==> src/logic/osc_ctl_pkg.sv <==
`default_nettype none
package osc_ctl_pkg;

  // -----------------------------------------------------------------
  // register indices (byte address = 4 * index)
  // -----------------------------------------------------------------
  localparam logic [7:0] IDX_OSC_CTRL  = 8'hE2;
  localparam logic [7:0] IDX_COARSE    = 8'hE8;
  localparam logic [7:0] IDX_FINE      = 8'hFA;
  localparam logic [7:0] IDX_SYS_STAT  = 8'hFE;
  localparam logic [7:0] IDX_BANK      = 8'hF7;

  // -----------------------------------------------------------------
  // field positions
  // -----------------------------------------------------------------
  localparam int CTRL_FAST48_BIT  = 4;
  localparam int CTRL_EXTSEL_BIT  = 2;
  localparam int CTRL_DIS_BIT     = 1;
  localparam int STAT_REPEAT_BIT  = 7;
  localparam int STAT_RANGE_LSB   = 3;
  localparam int STAT_RAMRED_BIT  = 0;
  localparam int BANK_BIT         = 0;
  localparam int FINE_W           = 3;
  localparam int COARSE_W         = 8;
  localparam int TRIM_W           = COARSE_W + FINE_W;

  // -----------------------------------------------------------------
  // reset values
  // -----------------------------------------------------------------
  localparam logic [7:0]        RST_COARSE = 8'h00;
  localparam logic [FINE_W-1:0] RST_FINE   = 3'h0;
  localparam logic [1:0]        RST_RANGE  = 2'h0;
  localparam logic              RST_BIT    = 1'b0;

  // -----------------------------------------------------------------
  // range codes and pin drive modes
  // -----------------------------------------------------------------
  localparam logic [1:0] RANGE_12MHZ = 2'h0;
  localparam logic [1:0] RANGE_6MHZ  = 2'h1;
  localparam logic [1:0] RANGE_24MHZ = 2'h2;
  localparam logic [1:0] RANGE_RSVD  = 2'h3;
  localparam logic [1:0] DM_PULLUP   = 2'h0;
  localparam logic [1:0] DM_STRONG   = 2'h1;
  localparam logic [1:0] DM_ANALOG   = 2'h2;
  localparam logic [1:0] DM_OPEN_LOW = 2'h3;

  // -----------------------------------------------------------------
  // oscillator model: phase accumulator
  // -----------------------------------------------------------------
  localparam int          ACC_W    = 16;
  localparam logic [15:0] BASE_INC = 16'h3C00;
  localparam logic [1:0]  SHIFT_24 = 2'h0;
  localparam logic [1:0]  SHIFT_12 = 2'h1;
  localparam logic [1:0]  SHIFT_6  = 2'h2;

  typedef struct packed {
    logic [1:0] drive_mode;
    logic       data;
  } pin_ctl_t;

  typedef struct packed {
    logic [1:0]        range;
    logic [TRIM_W-1:0] trim;
    logic              run;
    logic              ext_sel;
    logic              clk48_on;
  } osc_cfg_t;

  typedef enum logic [3:0] {
    SRC_OSC      = 4'h1,
    SRC_WAIT_EXT = 4'h2,
    SRC_EXT      = 4'h4,
    SRC_WAIT_OSC = 4'h8
  } src_state_t;

endpackage
`default_nettype wire

==> src/logic/clock_source_switch.sv <==
`timescale 1ns/100ps
`default_nettype none
module clock_source_switch (
  // clock and reset
  input  wire logic                    hclk,
  input  wire logic                    hresetn,
  input  wire logic                    ce,
  // sources
  input  wire logic                    osc_tick,
  input  wire logic                    osc_run,
  input  wire logic                    ext_tick,
  input  wire logic                    ext_sel,
  // system clock net
  output logic                         sys_tick,
  output osc_ctl_pkg::src_state_t      state
);
  import osc_ctl_pkg::*;

  src_state_t state_q;
  src_state_t state_d;

  // -----------------------------------------------------------------
  // glitch-free hand-over
  // -----------------------------------------------------------------
  // leave a source on its own edge, or at once if the oscillator is stopped; join the new one on its edge
  always_comb begin
    state_d  = state_q;
    sys_tick = 1'b0;
    case (state_q)
      SRC_OSC: begin
        sys_tick = osc_tick;
        if (ext_sel && (osc_tick || !osc_run)) begin
          state_d = SRC_WAIT_EXT;
        end
      end
      SRC_WAIT_EXT: begin
        sys_tick = ext_tick;
        if (!ext_sel) begin
          state_d = SRC_OSC;
        end else if (ext_tick) begin
          state_d = SRC_EXT;
        end
      end
      SRC_EXT: begin
        sys_tick = ext_tick;
        if (!ext_sel && ext_tick) begin
          state_d = SRC_WAIT_OSC;
        end
      end
      SRC_WAIT_OSC: begin
        sys_tick = osc_tick;
        if (ext_sel) begin
          state_d = SRC_EXT;
        end else if (osc_tick) begin
          state_d = SRC_OSC;
        end
      end
      default: begin
        state_d = SRC_OSC;
      end
    endcase
  end

  always_ff @(posedge hclk or negedge hresetn) begin
    if (!hresetn) begin
      state_q <= SRC_OSC;
    end else if (ce) begin
      state_q <= state_d;
    end
  end

  assign state = state_q;
endmodule
`default_nettype wire

==> src/logic/osc_clock_control.sv <==
`timescale 1ns/100ps
`default_nettype none
module osc_clock_control (
  // clock and reset
  input  wire logic                  hclk,
  input  wire logic                  hresetn,
  input  wire logic                  ce,
  // ahb-lite slave
  input  wire logic                  hsel,
  input  wire logic [9:0]            haddr,
  input  wire logic [1:0]            htrans,
  input  wire logic                  hwrite,
  input  wire logic [2:0]            hsize,
  input  wire logic [31:0]           hwdata,
  input  wire logic                  hready,
  output logic [31:0]                hrdata,
  output logic                       hreadyout,
  output logic                       hresp,
  // boot and system status
  input  wire logic                  boot_start,
  input  wire logic                  trim_load,
  input  wire logic [7:0]            factory_trim,
  input  wire logic                  usb_lock_enable,
  input  wire logic                  on_chip_debug_mode,
  output logic                       ram_init_reduce,
  // external clock pin and its port control
  input  wire osc_ctl_pkg::pin_ctl_t pin_ctl,
  input  wire logic                  ext_clk_i,
  output logic                       ext_clk_o,
  output logic                       ext_clk_oe,
  // low-speed oscillator
  input  wire logic                  low_speed_osc,
  output logic                       low_speed_sync,
  // clock outputs
  output logic                       system_clock_net,
  output logic                       fast_48mhz_gate,
  output osc_ctl_pkg::osc_cfg_t      osc_cfg
);
  import osc_ctl_pkg::*;

  // -----------------------------------------------------------------
  // helpers
  // -----------------------------------------------------------------
  function automatic logic [1:0] range_shift(input logic [1:0] r);
    case (r)
      RANGE_24MHZ: range_shift = SHIFT_24;
      RANGE_6MHZ:  range_shift = SHIFT_6;
      default:     range_shift = SHIFT_12;
    endcase
  endfunction

  function automatic logic [7:0] bitv(input logic b, input int pos);
    bitv = 8'h00;
    bitv[pos] = b;
  endfunction

  // -----------------------------------------------------------------
  // bus front end
  // -----------------------------------------------------------------
  logic              wr_q;
  logic [7:0]        idx_q;
  logic [31:0]       hrdata_q;
  logic              bank_q;
  logic              bank_d;
  logic              fast48_q;
  logic              fast48_d;
  logic              extsel_q;
  logic              extsel_d;
  logic              dis_q;
  logic              dis_d;
  logic [7:0]        coarse_q;
  logic [7:0]        coarse_d;
  logic [FINE_W-1:0] fine_q;
  logic [FINE_W-1:0] fine_d;
  logic [1:0]        range_q;
  logic [1:0]        range_d;
  logic              ramred_q;
  logic              ramred_d;
  logic              boot_seen_q;
  logic              repeat_q;

  wire       addr_ok  = hsel && htrans[1] && hready;
  wire [7:0] a_idx    = haddr[9:2];
  wire       bank1    = bank_q;
  wire [7:0] wdata    = hwdata[7:0];
  wire       wr_any   = wr_q && ce;
  wire       wr_ctrl  = wr_any && bank1 && idx_q == IDX_OSC_CTRL;
  wire       wr_crs   = wr_any && bank1 && idx_q == IDX_COARSE;
  wire       wr_fine  = wr_any && bank1 && idx_q == IDX_FINE && !usb_lock_enable;
  wire       wr_stat  = wr_any && idx_q == IDX_SYS_STAT;
  wire       wr_bank  = wr_any && idx_q == IDX_BANK;
  wire [1:0] wr_range = wdata[STAT_RANGE_LSB +: 2];

  assign bank_d   = wr_bank ? wdata[BANK_BIT] : bank_q;
  assign fast48_d = wr_ctrl ? wdata[CTRL_FAST48_BIT] : fast48_q;
  assign extsel_d = wr_ctrl ? wdata[CTRL_EXTSEL_BIT] : extsel_q;
  assign dis_d    = wr_ctrl ? wdata[CTRL_DIS_BIT] : dis_q;
  // boot trim load wins over a software write
  assign coarse_d = trim_load ? factory_trim :
                    wr_crs    ? wdata : coarse_q;
  assign fine_d   = wr_fine ? wdata[FINE_W-1:0] : fine_q;
  // reserved code leaves the running range alone
  assign range_d  = (wr_stat && wr_range != RANGE_RSVD) ? wr_range : range_q;
  assign ramred_d = wr_stat ? wdata[STAT_RAMRED_BIT] : ramred_q;

  // read mux from next values so a write followed by a read is coherent
  wire [7:0] rd_ctrl = bitv(fast48_d, CTRL_FAST48_BIT) | bitv(extsel_d, CTRL_EXTSEL_BIT)
                     | bitv(dis_d, CTRL_DIS_BIT);
  wire [7:0] rd_stat = bitv(repeat_q, STAT_REPEAT_BIT) | bitv(ramred_d, STAT_RAMRED_BIT)
                     | {3'h0, range_d, 3'h0};
  wire       a_bank1 = bank_d;
  wire [7:0] rd_byte = (a_idx == IDX_SYS_STAT)          ? rd_stat :
                       (a_idx == IDX_BANK)              ? bitv(bank_d, BANK_BIT) :
                       (a_bank1 && a_idx == IDX_OSC_CTRL) ? rd_ctrl :
                       (a_bank1 && a_idx == IDX_COARSE)   ? coarse_d :
                       (a_bank1 && a_idx == IDX_FINE)     ? {5'h00, fine_d} : 8'h00;

  always_ff @(posedge hclk or negedge hresetn) begin
    if (!hresetn) begin
      wr_q     <= 1'b0;
      idx_q    <= 8'h00;
      hrdata_q <= 32'h0000_0000;
    end else if (ce) begin
      wr_q     <= addr_ok && hwrite;
      idx_q    <= a_idx;
      hrdata_q <= (addr_ok && !hwrite) ? {24'h00_0000, rd_byte} : hrdata_q;
    end
  end

  assign hrdata    = hrdata_q;
  assign hreadyout = 1'b1;
  assign hresp     = 1'b0;

  // -----------------------------------------------------------------
  // control registers
  // -----------------------------------------------------------------
  always_ff @(posedge hclk or negedge hresetn) begin
    if (!hresetn) begin
      bank_q   <= RST_BIT;
      fast48_q <= RST_BIT;
      extsel_q <= RST_BIT;
      dis_q    <= RST_BIT;
      coarse_q <= RST_COARSE;
      fine_q   <= RST_FINE;
      range_q  <= RST_RANGE;
      ramred_q <= RST_BIT;
    end else if (ce) begin
      bank_q   <= bank_d;
      fast48_q <= fast48_d;
      extsel_q <= extsel_d;
      dis_q    <= dis_d;
      coarse_q <= coarse_d;
      fine_q   <= fine_d;
      range_q  <= range_d;
      ramred_q <= ramred_d;
    end
  end

  // second and later boot passes mark the status bit
  always_ff @(posedge hclk or negedge hresetn) begin
    if (!hresetn) begin
      boot_seen_q <= 1'b0;
      repeat_q    <= 1'b0;
    end else if (ce && boot_start) begin
      boot_seen_q <= 1'b1;
      repeat_q    <= repeat_q || boot_seen_q;
    end
  end

  assign ram_init_reduce = ramred_q;

  // -----------------------------------------------------------------
  // oscillator model
  // -----------------------------------------------------------------
  logic [ACC_W-1:0] acc_q;
  logic             osc_tick_q;

  wire [TRIM_W-1:0] trim_word = {coarse_q, fine_q};
  wire [ACC_W-1:0]  inc_full  = BASE_INC + {{(ACC_W-TRIM_W){1'b0}}, trim_word};
  wire [ACC_W-1:0]  inc       = inc_full >> range_shift(range_q);
  wire [ACC_W:0]    acc_sum   = {1'b0, acc_q} + {1'b0, inc};
  wire              osc_run   = !dis_q;

  always_ff @(posedge hclk or negedge hresetn) begin
    if (!hresetn) begin
      acc_q      <= '0;
      osc_tick_q <= 1'b0;
    end else if (ce) begin
      acc_q      <= osc_run ? acc_sum[ACC_W-1:0] : acc_q;
      osc_tick_q <= osc_run && acc_sum[ACC_W];
    end
  end

  // -----------------------------------------------------------------
  // external clock pin
  // -----------------------------------------------------------------
  wire in_en = pin_ctl.drive_mode != DM_ANALOG;
  assign ext_clk_o  = pin_ctl.drive_mode == DM_STRONG && pin_ctl.data;
  wire low_side = pin_ctl.drive_mode == DM_OPEN_LOW || pin_ctl.drive_mode == DM_PULLUP;
  assign ext_clk_oe = (pin_ctl.drive_mode == DM_STRONG) || (!pin_ctl.data && low_side);

  logic ext_s1_q;
  logic ext_s2_q;
  logic ext_s3_q;
  logic lso_s1_q;
  logic lso_s2_q;
  logic lso_q;

  always_ff @(posedge hclk or negedge hresetn) begin
    if (!hresetn) begin
      ext_s1_q <= 1'b0;
      ext_s2_q <= 1'b0;
      ext_s3_q <= 1'b0;
      lso_s1_q <= 1'b0;
      lso_s2_q <= 1'b0;
    end else if (ce) begin
      ext_s1_q <= ext_clk_i;
      ext_s2_q <= ext_s1_q;
      ext_s3_q <= ext_s2_q;
      lso_s1_q <= low_speed_osc;
      lso_s2_q <= lso_s1_q;
    end
  end

  // analog mode blocks the input after the synchroniser
  wire ext_tick = in_en && ext_s2_q && !ext_s3_q;

  // -----------------------------------------------------------------
  // source selection and clock outputs
  // -----------------------------------------------------------------
  logic       sys_tick;
  src_state_t src_state;

  clock_source_switch u_switch (
    .hclk     (hclk),
    .hresetn  (hresetn),
    .ce       (ce),
    .osc_tick (osc_tick_q),
    .osc_run  (osc_run),
    .ext_tick (ext_tick),
    .ext_sel  (extsel_q),
    .sys_tick (sys_tick),
    .state    (src_state)
  );

  // low-speed input resampled on the active system clock
  always_ff @(posedge hclk or negedge hresetn) begin
    if (!hresetn) begin
      lso_q <= 1'b0;
    end else if (ce && sys_tick) begin
      lso_q <= lso_s2_q;
    end
  end

  assign low_speed_sync   = lso_q;
  assign system_clock_net = sys_tick;
  assign fast_48mhz_gate  = fast48_q || on_chip_debug_mode;
  assign osc_cfg = '{range: range_q, trim: trim_word, run: osc_run,
                     ext_sel: extsel_q, clk48_on: fast_48mhz_gate};
endmodule
`default_nettype wire

==> config.mk <==
export PLATFORM = sky130hd
export DESIGN_NAME = osc_clock_control
export DESIGN_NICKNAME = d
export VERILOG_FILES = /design/src/logic/osc_ctl_pkg.sv /design/src/logic/clock_source_switch.sv /design/src/logic/osc_clock_control.sv
export SDC_FILE = /design/constraint.sdc
export NUM_CORES = 1
export LEC_CHECK = 0
export BUFFER_PORTS_ARGS = -buffer_cell sky130_fd_sc_hd__buf_2
export CORE_AREA = 2 2 108 110
export CTS_CLUSTER_SIZE = 24
export DETAILED_ROUTE_END_ITERATION = 8
export DIE_AREA = 0 0 110 112
export PLACE_DENSITY_LB_ADDON = 0.3
export SYNTH_ARGS = -nofsm -noshare
export SYNTH_HDL_FRONTEND = slang
export SYNTH_HIERARCHICAL = 1
export SYNTH_SLANG_ARGS = --single-unit
export TNS_END_PERCENT = 1
==> constraint.sdc <==
create_clock -name hclk -period 4.3 [get_ports hclk]
set_input_delay 0.86 -clock hclk [delete_from_list [all_inputs] [get_ports hclk]]
set_output_delay 0.86 -clock hclk [all_outputs]
set_load 0.02 [all_outputs]
## Yosys cells after proc, flatten, opt, wreduce, memory -nomap -nowiden

Index checks and enable logic that the tools add are counted.

- Reductions and logical operators: 42
- Add/subtract/negate cells: 2
- Bitwise logic cells: 5
- Multiplexer cells: 23
- $mul: 0
- $lt $le $gt $ge: 0
- Divide/modulo/power cells: 0
- Shift-type cells: 1
- Equal/unequal tests: 24

Operators with widths:

| kind | number |
|---|---|
| $eq A8 B8 Y1 const B | 10 |
| $mux W8 | 6 |
| $logic_and A1 B1 Y1 | 25 |
| $mux W4 | 6 |
| $add A16 B16 Y17 | 1 |
| $pmux W4 S4 | 1 |
| $shr A15 B2 Y16 | 1 |
| $add A14 B11 Y15 const A | 1 |
| $or A8 B1 Y8 | 1 |
| $or A8 B5 Y8 | 1 |
| $logic_not A1 Y1 | 6 |
| $mux W3 | 2 |
| $logic_or A1 B1 Y1 | 5 |
| $mux W1 | 5 |
| $or A5 B2 Y5 | 1 |
| $or A5 B3 Y5 | 1 |
| $reduce_and A5 Y1 | 1 |
| $eq A2 B1 Y1 const B | 2 |
| $eq A2 B2 Y1 const B | 2 |
| $eq A4 B1 Y1 const B | 1 |
| $eq A4 B2 Y1 const B | 1 |
| $eq A4 B3 Y1 const B | 1 |
| $eq A4 B4 Y1 const B | 1 |
| $ne A2 B1 Y1 const B | 2 |
| other kinds (10) | 13 |

- Word-level logic and storage cells: 119
- Memories: 0
- Input port bits: 70
- RAM bits: 0
- ROM bits: 0
- Bits in latches: 0
- Bits in registers: 64

## Longest topological paths before layout

Gate-level depths: netlist of run 1.

- Word-level depth: 10
- Gate-level depth with buffers: 14
- Depth with buffers taken out: 13

## Cells and area by module

The synthesis of run 1 kept the hierarchy.

Modules (own cells, without submodules):

| module | cells an instance | area an instance (µm²) | sequential area each (µm²) | instances |
|---|---|---|---|---|
| osc_clock_control | 418 | 4012.6 | 1501.4 | 1 |
| clock_source_switch | 39 | 372.9 | 101.3 | 1 |

## Least setup slack after synthesis of run 1

Ideal clock, no wire load.

- Path type: flip-flop to flip-flop
- Start point: register range_q[1]
- End point: register acc_q[14]
- Path slack: 0.513 ns
- Setup time: 0.082 ns
- Arrival: 3.705 ns
- Stages on the path, launching flop included: 13
- Clock period less this slack: 3.787 ns
- Path through: dfrtp_1 > inv_1 > ha_1 > clkbuf_1 > mux4_2 > ha_1 > fa_1 > a211oi_1 > nor2_1 > o31ai_1 > a21boi_0 > or3_1 > a31oi_1

- Longest elaborated chain between the ends: 4
- Elaborated cells between the ends (all ways): 5

RTL lines:

| element | line | RTL |
|---|---|---|
| from (decl) | osc_clock_control.sv:75 | `logic [1:0] range_q;` |
| from (signal assigned) | osc_clock_control.sv:154 | `range_q <= range_d;` |
| $eq A2 B1 Y1 / $eq A2 B2 Y1 (equally long branches) | osc_clock_control.sv:45 | `case (r)` |
| $pmux W2 S2 (*) | osc_clock_control.sv:45 |  |
| $shr A15 B2 Y16 (*) | osc_clock_control.sv:180 | `wire [ACC_W-1:0] inc = inc_full >> range_shift(range_q);` |
| $add A16 B16 Y17 (*) | osc_clock_control.sv:181 | `wire [ACC_W:0] acc_sum = {1'b0, acc_q} + {1'b0, inc};` |
| to (signal assigned) | osc_clock_control.sv:189 | `acc_q <= osc_run ? acc_sum[ACC_W-1:0] : acc_q;` |
| to (decl) | osc_clock_control.sv:175 | `logic [ACC_W-1:0] acc_q;` |

Mark *: on every way between the ends. The rest lies on a longest branch, timed or not.
A chain may end at the register's enable or synchronous reset.

## Worst setup path in the final report of run 1

Same ends and word-level chain as after synthesis.

==> results of run 1 <==
flip-flops by register name, summed over array words and instances (netlist names), 2 cells and up:
signal,count
u_switch/state,4
fine_q,3
coarse_q,8
idx_q,8
range_q,2
acc_q,16
hrdata,8
placed cells by master (no fill, tap or decap), types with 4 or more instances in the layout:
master / n
a221oi_1: 4
conb_1: 26
inv_1: 18
ha_1: 20
a21oi_1: 18
buf_2: 69
dfrtp_1: 63
nand3b_1: 5
o21bai_1: 4
nand2_1: 50
a21o_1: 6
nand3_1: 9
mux4_2: 8
nand4_1: 7
xnor2_1: 8
mux2i_1: 12
buf_4: 7
o31ai_1: 5
clkbuf_16: 9
a211oi_1: 5
nor3_1: 9
nor3b_1: 5
mux2_2: 21
nor4b_1: 4
nor2_1: 30
a31oi_1: 4
o21ai_0: 28
area by class of cell:
cell class | instances | area (sq um) | area share, %
clock inverters | 6 | 61.31 | 1.211
inverters | 18 | 67.56 | 1.335
clock buffers | 9 | 225.2 | 4.450
well taps | 143 | 178.9 | 3.535
flip-flops and latches | 64 | 1603 | 31.67
multi-input cells | 354 | 2527 | 49.94
repair buffers | 76 | 397.9 | 7.862
path summary, 6_finish.rpt:
path / start / to / cells after the start
max: range_q[1] / acc_q[14] / 14
min: boot_seen_q / boot_seen_q / 1
max reg2reg: range_q[1] / acc_q[14] / 14
min reg2reg: boot_seen_q / boot_seen_q / 1
max in group asynchronous: hresetn / u_switch/state[0] / 2
min in group asynchronous: hresetn / acc_q[15] / 1
cell families (layout without fill, tap and decap cells):
logic type | count (synthesis) | after routing
compound gates | 103 | 103
xor+xnor | 10 | 10
fa+ha+maj | 21 | 21
buf+inv | 63 | 109
flops | 64 | 64
mux | 46 | 46
other cells | 2 | 26
simple gates | 148 | 148
worst max-delay path, delay by kind of cell, from the launching register on:
| kind | cells | cell delay (ns) |
|---|---|---|
| compound gates | 7 | 1.53 |
| fa+ha+maj | 3 | 1.00 |
| flops | 1 | 0.40 |
| simple gates | 1 | 0.40 |
| buf+inv | 3 | 0.37 |
through the flow:
stage | instances | setup slack (ns) | cell area (sq um) | hold slack, ns
2_1_floorplan | 481 | 0.5132 | 4476 | 0.4288
3_3_place_gp | 655 | 0.7243 | 4775 | 0.4389
3_5_place_dp | 655 | 0.5665 | 4775 | 0.4461
4_1_cts | 670 | 0.5409 | 5061 | 0.4594
5_1_grt | 670 | 0.2068 | 5061 | 0.4932
6_report | 670 | 0.5352 | 5061 | 0.4616
where the power goes:
group          total (W)  switching, W  internal [W]  leakage [nW]
clock network   0.000714      0.000271      0.000443         0.141
logic           0.000899      0.000506      0.000393          1.40
registers       0.000821      0.000103      0.000718         0.794
per-layer routing:
layer	routed length (microns)	share of wire, %	up-vias	global-route usage, %
met5	0	0	-	0
met4	119	1.2	0	4.810
met3	433	4.2	9	2.986
met2	5030	49	88	28.59
met1	4655	45	1765	24.10
li1	-	-	1767	-
==> flow_metrics.env, run 1 <==
export IMPL_synth_top_family_by_area="simple AND/OR/NAND/NOR gates"
export IMPL_slew_headroom_pct=30.09
export IMPL_hold_path_class="flip-flop to flip-flop"
export IMPL_start_util_pct=39.25
export IMPL_die_x_microns=110
export IMPL_cts_sinks=64
export IMPL_setup_viol=0
export IMPL_tightestPinTransition_ns=1.049
export IMPL_critPathMaxStageDelay_ns=0.45
export IMPL_ir_drop_uv=199.0
export IMPL_status="finished clean"
export IMPL_end_kind="flip-flop"
export IMPL_remaining_drc_errors=0
export IMPL_yosys_warnings=6
export IMPL_num_vias=3629
export IMPL_cts_tree="done"
export IMPL_drive_gt1_share_pct=25.62
export IMPL_path_class="flip-flop to flip-flop"
export IMPL_cts_buffers=9
export IMPL_fill_cells=1051
export IMPL_p_leak_nw=2.333
export IMPL_synth_adder_area_share_pct=6.163
export IMPL_ys_ff_latch=64
export IMPL_period_needed_ns=3.765
export IMPL_dr_pass1_iters=4
export IMPL_fin_nets=614
export IMPL_area_delta_synth_final_pct=15.41
export IMPL_dieHeight_microns=112
export IMPL_grt_antenna_before_repair=0
export IMPL_yosys_area_share_simple_pct=17.43
export IMPL_yosys_area_top_type_share_pct=35.95
export IMPL_gr_usage_all_layers_pct=17.60
export IMPL_avgSynthCellArea_sq_um=9.596
export IMPL_netlist_area_sq_um=4385
export IMPL_io_pins=126
export IMPL_core_area_sq_um=11170
export IMPL_synth_distinct_cells=70
export IMPL_vias_per_cell=5.416
export IMPL_grt_pass1_wl_microns=17230
export IMPL_postLayoutCoreUtil_pct=45.29
export IMPL_port_buffers=69
export IMPL_min_period_over_period_pct=87.55
export IMPL_wirelength_microns=10240
export IMPL_max_freq_ghz=0.2656
export IMPL_routedWlPerCell_microns=15.28
export IMPL_cts_resized=0
export IMPL_synthFlopType="dfrtp_1"
export IMPL_crit_path_max_fanout=8
export IMPL_synth_area_mux_share_pct=13.69
export IMPL_grt_overflow_total=0
export IMPL_cts_buffer_depth=2
export IMPL_antenna_left=0
export IMPL_arrival_ns=4.01
export IMPL_antenna_cells=0
export IMPL_drt_iter0_markers=149
export IMPL_clock_latency_ns=0.32
export IMPL_cts_htree_levels=3
export IMPL_yosysSeqAreaShare_pct=36.55
export IMPL_cpMostUsedCell="ha_1"
export IMPL_path_cells="inv_1, ha_1, buf_4, inv_1, ha_1, a22oi_1, o21ai_0, ha_1, a21oi_1, a21oi_1, a211oi_1, a21boi_0, or3_1, a31oi_1"
export IMPL_dp_hpwl_microns=7841
export IMPL_finalHoldViolCount=0
export IMPL_synth_edff_count=0
export IMPL_synth_async_reset_ratio_pct=100.0
export IMPL_synth_most_common_cell="dfrtp_1"
export IMPL_skew_ns=0.007432
export IMPL_cp_start_kind="flip-flop"
export IMPL_synth_cells=457
export IMPL_synth_compound_area_share_pct=15.98
export IMPL_rsz0062_at_grt="no"
export IMPL_fin_setup_tns_ns=0
export IMPL_cap_violations=0
export IMPL_synth_commonest_cells="dfrtp_1 (63), nand2_1 (50), nor2_1 (30)"
export IMPL_grt_pass1_vias=3527
export IMPL_grt_max_degree=46
export IMPL_power_density_nw_per_um2=481.0
export IMPL_post_cts_setup_buffers=0
export IMPL_holdBufCountCts=0
export IMPL_rrSetupSlack_ns=0.54
export IMPL_synth_area_leaders="dfrtp_1 (36%), ha_1 (5.7%), mux2_2 (5.4%)"
export IMPL_dieArea_sq_um=12320
export IMPL_root_buffer="clkbuf_16"
export IMPL_power_w=0.002434
export IMPL_crit_slowest_cell="a211oi_1"
export IMPL_maxSlewViolCount=0
export IMPL_critPathRequiredTime_ns=4.54
export IMPL_clkTransAtPathRegs_ns=0.06
export IMPL_synth_xor_area_share_pct=1.997
export IMPL_rows=39
export IMPL_routabilityCongestion=0.8715
export IMPL_yosys_area_top_type="dfrtp_1"
(Power assumes the default switching activity.)
==> run 2, diff against run 1 <==
--- a/config.mk
+++ b/config.mk
@@ -13,6 +13,5 @@
 export PLACE_DENSITY_LB_ADDON = 0.3
 export SYNTH_ARGS = -nofsm -noshare
 export SYNTH_HDL_FRONTEND = slang
-export SYNTH_HIERARCHICAL = 1
 export SYNTH_SLANG_ARGS = --single-unit
 export TNS_END_PERCENT = 1
==> run 2 against run 1 <==
  * Count of clock-buffer cells in the layout rose by 1
  * Maximum frequency increased by 5.7%
  * Die area did not move
  * Final area decreased by 0.17%
  * Worst hold slack improved by 0.015 ns
  * Register-to-register slack gained 0.20 ns
  * Via count down 2.1%
  * Worst setup slack improved by 0.20 ns
==> flow_metrics.env, run 2 <==
export IMPL_area_delta_synth_final_pct=16.07
export IMPL_synth_cells=461
export IMPL_rows=39
export IMPL_hp_start="hrdata[6]"
export IMPL_routedWlPerCell_microns=14.85
export IMPL_root_buffer="clkbuf_16"
export IMPL_grt_pass1_wl_microns=16510
export IMPL_crit_path_max_fanout=11
export IMPL_io_pins=126
export IMPL_power_density_nw_per_um2=511.3
export IMPL_cp_top_family="compound AO/OA/AOI/OAI gates"
export IMPL_r2r_start="range_q[1]"
export IMPL_fill_cells=1043
export IMPL_setup_viol=0
export IMPL_cts_buffers=9
export IMPL_hold_path_depth=2
export IMPL_switching_share_pct=34.61
export IMPL_rsz0062_at_grt="no"
export IMPL_crit_buf_inv=1
export IMPL_end_kind="flip-flop"
export IMPL_path_cells="inv_1, ha_1, mux4_2, ha_1, a2111oi_0, o21a_1, o21ai_0, o31ai_1, o21ai_0, xnor2_1"
export IMPL_synthFlopType="dfrtp_1"
export IMPL_hold_path_class="flip-flop to flip-flop"
export IMPL_cts_buffer_depth=2
export IMPL_synth_async_reset_ratio_pct=100.0
export IMPL_p_leak_nw=2.395
export IMPL_clkTransAtPathRegs_ns=0.06
export IMPL_dieHeight_microns=112
export IMPL_dp_hpwl_microns=7452
export IMPL_core_area_sq_um=11170
export IMPL_grt_pass1_vias=3478
export IMPL_maxSlewViolCount=0
export IMPL_fin_nets=614
export IMPL_top_register="acc_q"
export IMPL_routabilityCongestion=0.8066
export IMPL_tightestPinTransition_ns=0.8292
export IMPL_dr_pass1_iters=4
export IMPL_vias_per_cell=5.301
export IMPL_remaining_drc_errors=0
export IMPL_drt_iter0_markers=147
export IMPL_cts_sinks=64
export IMPL_avgSynthCellArea_sq_um=9.442
export IMPL_power_w=0.002583
export IMPL_fin_setup_tns_ns=0
export IMPL_wirelength_microns=9948
export IMPL_yosysSeqAreaShare_pct=36.82
export IMPL_dieArea_sq_um=12320
export IMPL_gr_usage_all_layers_pct=17.11
export IMPL_cts_resized=0
export IMPL_reg2reg_depth=10
export IMPL_rrSetupSlack_ns=0.74
export IMPL_p_int_w=0.001689
export IMPL_final_common_cell="buf_2"
export IMPL_grt_max_degree=44
export IMPL_synth_distinct_cells=57
export IMPL_status="finished clean"
export IMPL_largest_reg_flops=16
export IMPL_cts_tree="done"
export IMPL_ys_ff_latch=64
export IMPL_post_cts_setup_buffers=0
export IMPL_skew_ns=0.005676
export IMPL_num_vias=3552
export IMPL_synth_area_leaders="dfrtp_1 (36%), mux2_2 (8.0%), ha_1 (6.0%)"
export IMPL_ir_drop_uv=232.7
export IMPL_power_frac_comb_pct=34.8
export IMPL_min_period_over_period_pct=82.80
export IMPL_cp_start_kind="flip-flop"
export IMPL_power_frac_seq_pct=32.4
export IMPL_p_sw_w=0.0008941
export IMPL_critPathMaxStageDelay_ns=0.60
export IMPL_start_util_pct=38.95
export IMPL_synth_edff_count=0
export IMPL_slew_headroom_pct=44.58
export IMPL_antenna_cells=0
export IMPL_yosys_area_top_type="dfrtp_1"
export IMPL_holdBufCountCts=0
export IMPL_netlist_area_sq_um=4353
export IMPL_crit_slowest_cell="mux4_2"
export IMPL_critPathRequiredTime_ns=4.51
export IMPL_path_class="flip-flop to flip-flop"
export IMPL_max_freq_ghz=0.2809
export IMPL_synth_commonest_cells="dfrtp_1 (63), nand2_1 (48), o21ai_0 (33)"
export IMPL_clock_latency_ns=0.33
export IMPL_synth_most_common_cell="dfrtp_1"
export IMPL_cap_violations=0
export IMPL_cts_htree_levels=3
export IMPL_yosys_warnings=0
export IMPL_grt_antenna_before_repair=0
export IMPL_die_x_microns=110
export IMPL_holdPathEnd="hrdata[6]"
export IMPL_yosys_area_top_type_share_pct=36.22
export IMPL_period_needed_ns=3.560
export IMPL_port_buffers=69
export IMPL_mostFrequentLayoutCells="buf_2 (69), dfrtp_1 (63), nand2_1 (48)"
export IMPL_grt_overflow_total=0
export IMPL_antenna_left=0
export IMPL_drive_gt1_share_pct=25.43
export IMPL_r2r_end="acc_q[15]"
export IMPL_arrival_ns=3.77
export IMPL_clkPwrFrac_pct=32.8
export IMPL_finalHoldViolCount=0
run 2: through the flow:
| step | area, sq um | setup slack [ns] | hold WS (ns) | utilization (%) | std cells |
|---|---|---|---|---|---|
| finish | 5052 | 0.7398 | 0.4767 | 45.21 | 670 |
| global route | 5052 | 0.3602 | 0.5017 | 45.21 | 670 |
| CTS | 5052 | 0.7345 | 0.4850 | 45.21 | 670 |
| detailed placement | 4707 | 0.7524 | 0.4486 | 42.12 | 654 |
| global placement | 4707 | 0.7866 | 0.4396 | 42.12 | 654 |
| floorplan | 4443 | 0.9964 | 0.4288 | - | 485 |
run 2: cell type report:
cell class | count | area [sq um] | share of cell area, %
Sequential cell | 64 | 1603 | 31.72
Clock buffer | 10 | 229.0 | 4.532
Inverter | 21 | 78.83 | 1.560
Timing Repair Buffer | 73 | 375.4 | 7.429
Multi-Input combinational cell | 353 | 2471 | 48.91
Tap cell | 143 | 178.9 | 3.541
Clock inverter | 6 | 116.4 | 2.303
run 2: power groups by stage:
| stage | sequential [W] | combinational, W | clock, W |
|---|---|---|---|
| floorplan | 0.000835 | 0.000710 | 0 |
| global placement | 0.000840 | 0.000871 | 0 |
| detailed placement | 0.000848 | 0.000892 | 0 |
| CTS | 0.000838 | 0.000897 | 0.000867 |
| global route | 0.000857 | 0.00102 | 0.000894 |
| finish | 0.000838 | 0.000898 | 0.000847 |
run 2: worst max path at each step:
stage | start | endpoint | slack (ns) | cells past startpoint
final | range_q[1] | acc_q[15] | 0.74 | 10
after global routing | range_q[1] | acc_q[15] | 0.36 | 10
after CTS | range_q[1] | acc_q[15] | 0.73 | 10
after detailed placement | range_q[1] | acc_q[15] | 0.75 | 10
after global placement | range_q[1] | acc_q[15] | 0.79 | 10
after floorplan | range_q[1] | acc_q[15] | 1.0 | 12
run 2: worst min-delay path: cells and delay by family (launching register included):
family | cells | cell delay, ns
AND/OR/NAND/NOR | 2 | 0.10
flip-flops | 1 | 0.34
run 2: routing by layer:
| metal | up-vias | global-route usage (%) | routed length, microns |
|---|---|---|---|
| met5 | - | 0 | 0 |
| met4 | 0 | 7.173 | 257 |
| met3 | 19 | 3.630 | 465 |
| met2 | 101 | 27.61 | 4942 |
| met1 | 1707 | 22.02 | 4282 |
| li1 | 1725 | - | - |
run 2: cell families (layout without fill, tap and decap cells):
family / Yosys count / in the layout / share of synthesized area [%]
buffers and inverters: 68 / 110 / 8.480
xor gates and xnor gates: 12 / 12 / 2.415
muxes: 48 / 48 / 13.37
and+or+nand+nor: 140 / 140 / 16.82
AOI/OAI and AO/OA: 105 / 105 / 15.44
other: 2 / 26 / 0.1725
DFF: 64 / 64 / 36.82
adders and majority gates: 22 / 22 / 6.496
==> run 3, diff against run 2 <==
==> constraint.sdc (replaced) <==
create_clock -name hclk -period 3.5 [get_ports hclk]
set_input_delay 0.7 -clock hclk [delete_from_list [all_inputs] [get_ports hclk]]
set_output_delay 0.7 -clock hclk [all_outputs]
set_load 0.02 [all_outputs]
==> run 3 against run 2 <==
  * Wire length increased by 2.5%
  * Critical path depth stayed put
  * Global-route usage up 0.33 points
  * Power up 20%
  * Non-clock buffer count rose by 6
  * Sequential share of layout area decreased by 0.20 points
  * Flip-flop and latch count unchanged
  * Combinational power up 27%
  * Maximum frequency grew 10%
  * Worst hold slack got worse by 0.17 ns
  * Via count up 1.5%
  * Register-to-register slack worse by 0.47 ns
  * Largest power group unchanged
==> flow_metrics.env, run 3 (synthesis results as in run 2) <==
export IMPL_rrSetupSlack_ns=0.27
export IMPL_rows=39
export IMPL_crit_path_max_fanout=10
export IMPL_mostFrequentLayoutCells="buf_2 (69), dfrtp_1 (63), nand2_1 (48)"
export IMPL_antenna_left=0
export IMPL_crit_slowest_cell="mux4_2"
export IMPL_dr_pass1_iters=4
export IMPL_clock_latency_ns=0.34
export IMPL_grt_pass1_vias=3533
export IMPL_dieArea_sq_um=12320
export IMPL_ir_drop_uv=268.3
export IMPL_fin_setup_tns_ns=0
export IMPL_path_cells="inv_1, ha_2, inv_1, mux4_2, ha_1, or3_1, o21ai_0, o21ai_0, xor2_1, mux2_2"
export IMPL_drive_gt1_share_pct=27.39
export IMPL_maxSlewViolCount=0
export IMPL_critPathRequiredTime_ns=3.72
export IMPL_setup_viol=0
export IMPL_arrival_ns=3.45
export IMPL_antenna_cells=0
export IMPL_drt_iter0_markers=127
export IMPL_core_area_sq_um=11170
export IMPL_cp_top_family="multiplexers"
export IMPL_min_period_over_period_pct=92.31
export IMPL_die_x_microns=110
export IMPL_gr_usage_all_layers_pct=17.44
export IMPL_remaining_drc_errors=0
export IMPL_whs_ns=0.3106
export IMPL_period_needed_ns=3.231
export IMPL_final_common_cell="buf_2"
export IMPL_power_w=0.003098
export IMPL_io_pins=126
export IMPL_holdBufCountCts=0
export IMPL_status="finished clean"
export IMPL_critPathMaxStageDelay_ns=0.56
export IMPL_cts_tree="done"
export IMPL_port_buffers=69
export IMPL_num_vias=3604
export IMPL_top_register="acc_q"
export IMPL_area_delta_synth_final_pct=16.82
export IMPL_cts_sinks=64
export IMPL_fin_nets=620
export IMPL_skew_ns=0.005417
export IMPL_vias_per_cell=5.331
export IMPL_grt_antenna_before_repair=0
export IMPL_cts_buffer_depth=2
export IMPL_tightestPinTransition_ns=0.7171
export IMPL_power_density_nw_per_um2=609.3
export IMPL_wirelength_microns=10200
export IMPL_finalHoldViolCount=0
export IMPL_start_util_pct=38.95
export IMPL_clkTransAtPathRegs_ns=0.06
export IMPL_cp_start_kind="flip-flop"
export IMPL_routedWlPerCell_microns=15.08
export IMPL_largest_reg_flops=16
export IMPL_grt_overflow_total=0
export IMPL_grt_max_degree=37
export IMPL_cts_htree_levels=3
export IMPL_slew_headroom_pct=51.75
export IMPL_path_class="flip-flop to flip-flop"
export IMPL_dp_hpwl_microns=7773
export IMPL_cap_violations=0
export IMPL_max_freq_ghz=0.3095
export IMPL_post_cts_setup_buffers=0
export IMPL_routabilityCongestion=0.8463
export IMPL_grt_pass1_wl_microns=16840
export IMPL_hold_path_class="input pin to asynchronous set/reset pin"
export IMPL_rsz0062_at_grt="no"
export IMPL_dieHeight_microns=112
export IMPL_crit_buf_inv=2
export IMPL_end_kind="flip-flop"
export IMPL_p_leak_nw=2.401
export IMPL_cts_buffers=9
export IMPL_fill_cells=1066
export IMPL_root_buffer="clkbuf_16"
[run 3: final timing paths]
kind                                     to   startpoint  cells after the start
worst max-delay path              acc_q[10]   range_q[1]                     10
worst min-delay path               acc_q[8]      hresetn                      1
worst max register to register    acc_q[10]   range_q[1]                     10
worst min register to register  boot_seen_q  boot_seen_q                      1
max in group asynchronous         acc_q[14]      hresetn                      2
min in group hclk               boot_seen_q  boot_seen_q                      1
[run 3: area by class of cell]
type                            instances  area [sq um]  area share, %
Tap cell                              143         178.9          3.519
Inverter                               21         78.83          1.550
Timing Repair Buffer                   79         420.4          8.268
Sequential cell                        64          1603          31.52
Clock buffer                           10         239.0          4.700
Clock inverter                          6         67.56          1.329
Multi-Input combinational cell        353          2497          49.11
[run 3: stage by stage]
step | instance area (sq um) | setup slack (ns) | instances | util (%)
after floorplan | 4443 | 0.1964 | 485 | -
after global placement | 4752 | 0.1351 | 660 | 42.53
after CTS | 5059 | 0.08318 | 676 | 45.27
final | 5085 | 0.2692 | 676 | 45.50
after global routing | 5085 | 0.01543 | 676 | 45.50
after detailed placement | 4752 | 0.1094 | 660 | 42.53
[run 3: repair_timing]
| action | in CTS | in global routing |
|---|---|---|
| hold endpoints to repair | 0 | 0 |
| gates resized for setup | 0 | 7 |
| endpoints found under the setup margin | 0 | 7 |
[run 3: metal layers]
metal | vias up | wire length [microns] | GRT usage [%]
li1 | 1742 | - | -
met1 | 1725 | 4500 | 22.17
met2 | 108 | 4958 | 28.06
met3 | 29 | 392 | 3.689
met4 | 0 | 346 | 8.101
met5 | - | 0 | 0
[run 3: report_power, final]
part	leakage [nW]	internal (W)	switching, W
sequential	0.794	0.000897	0.000134
clock	0.145	0.000573	0.000353
combinational	1.46	0.000494	0.000648
total	2.40	0.00196	0.00113
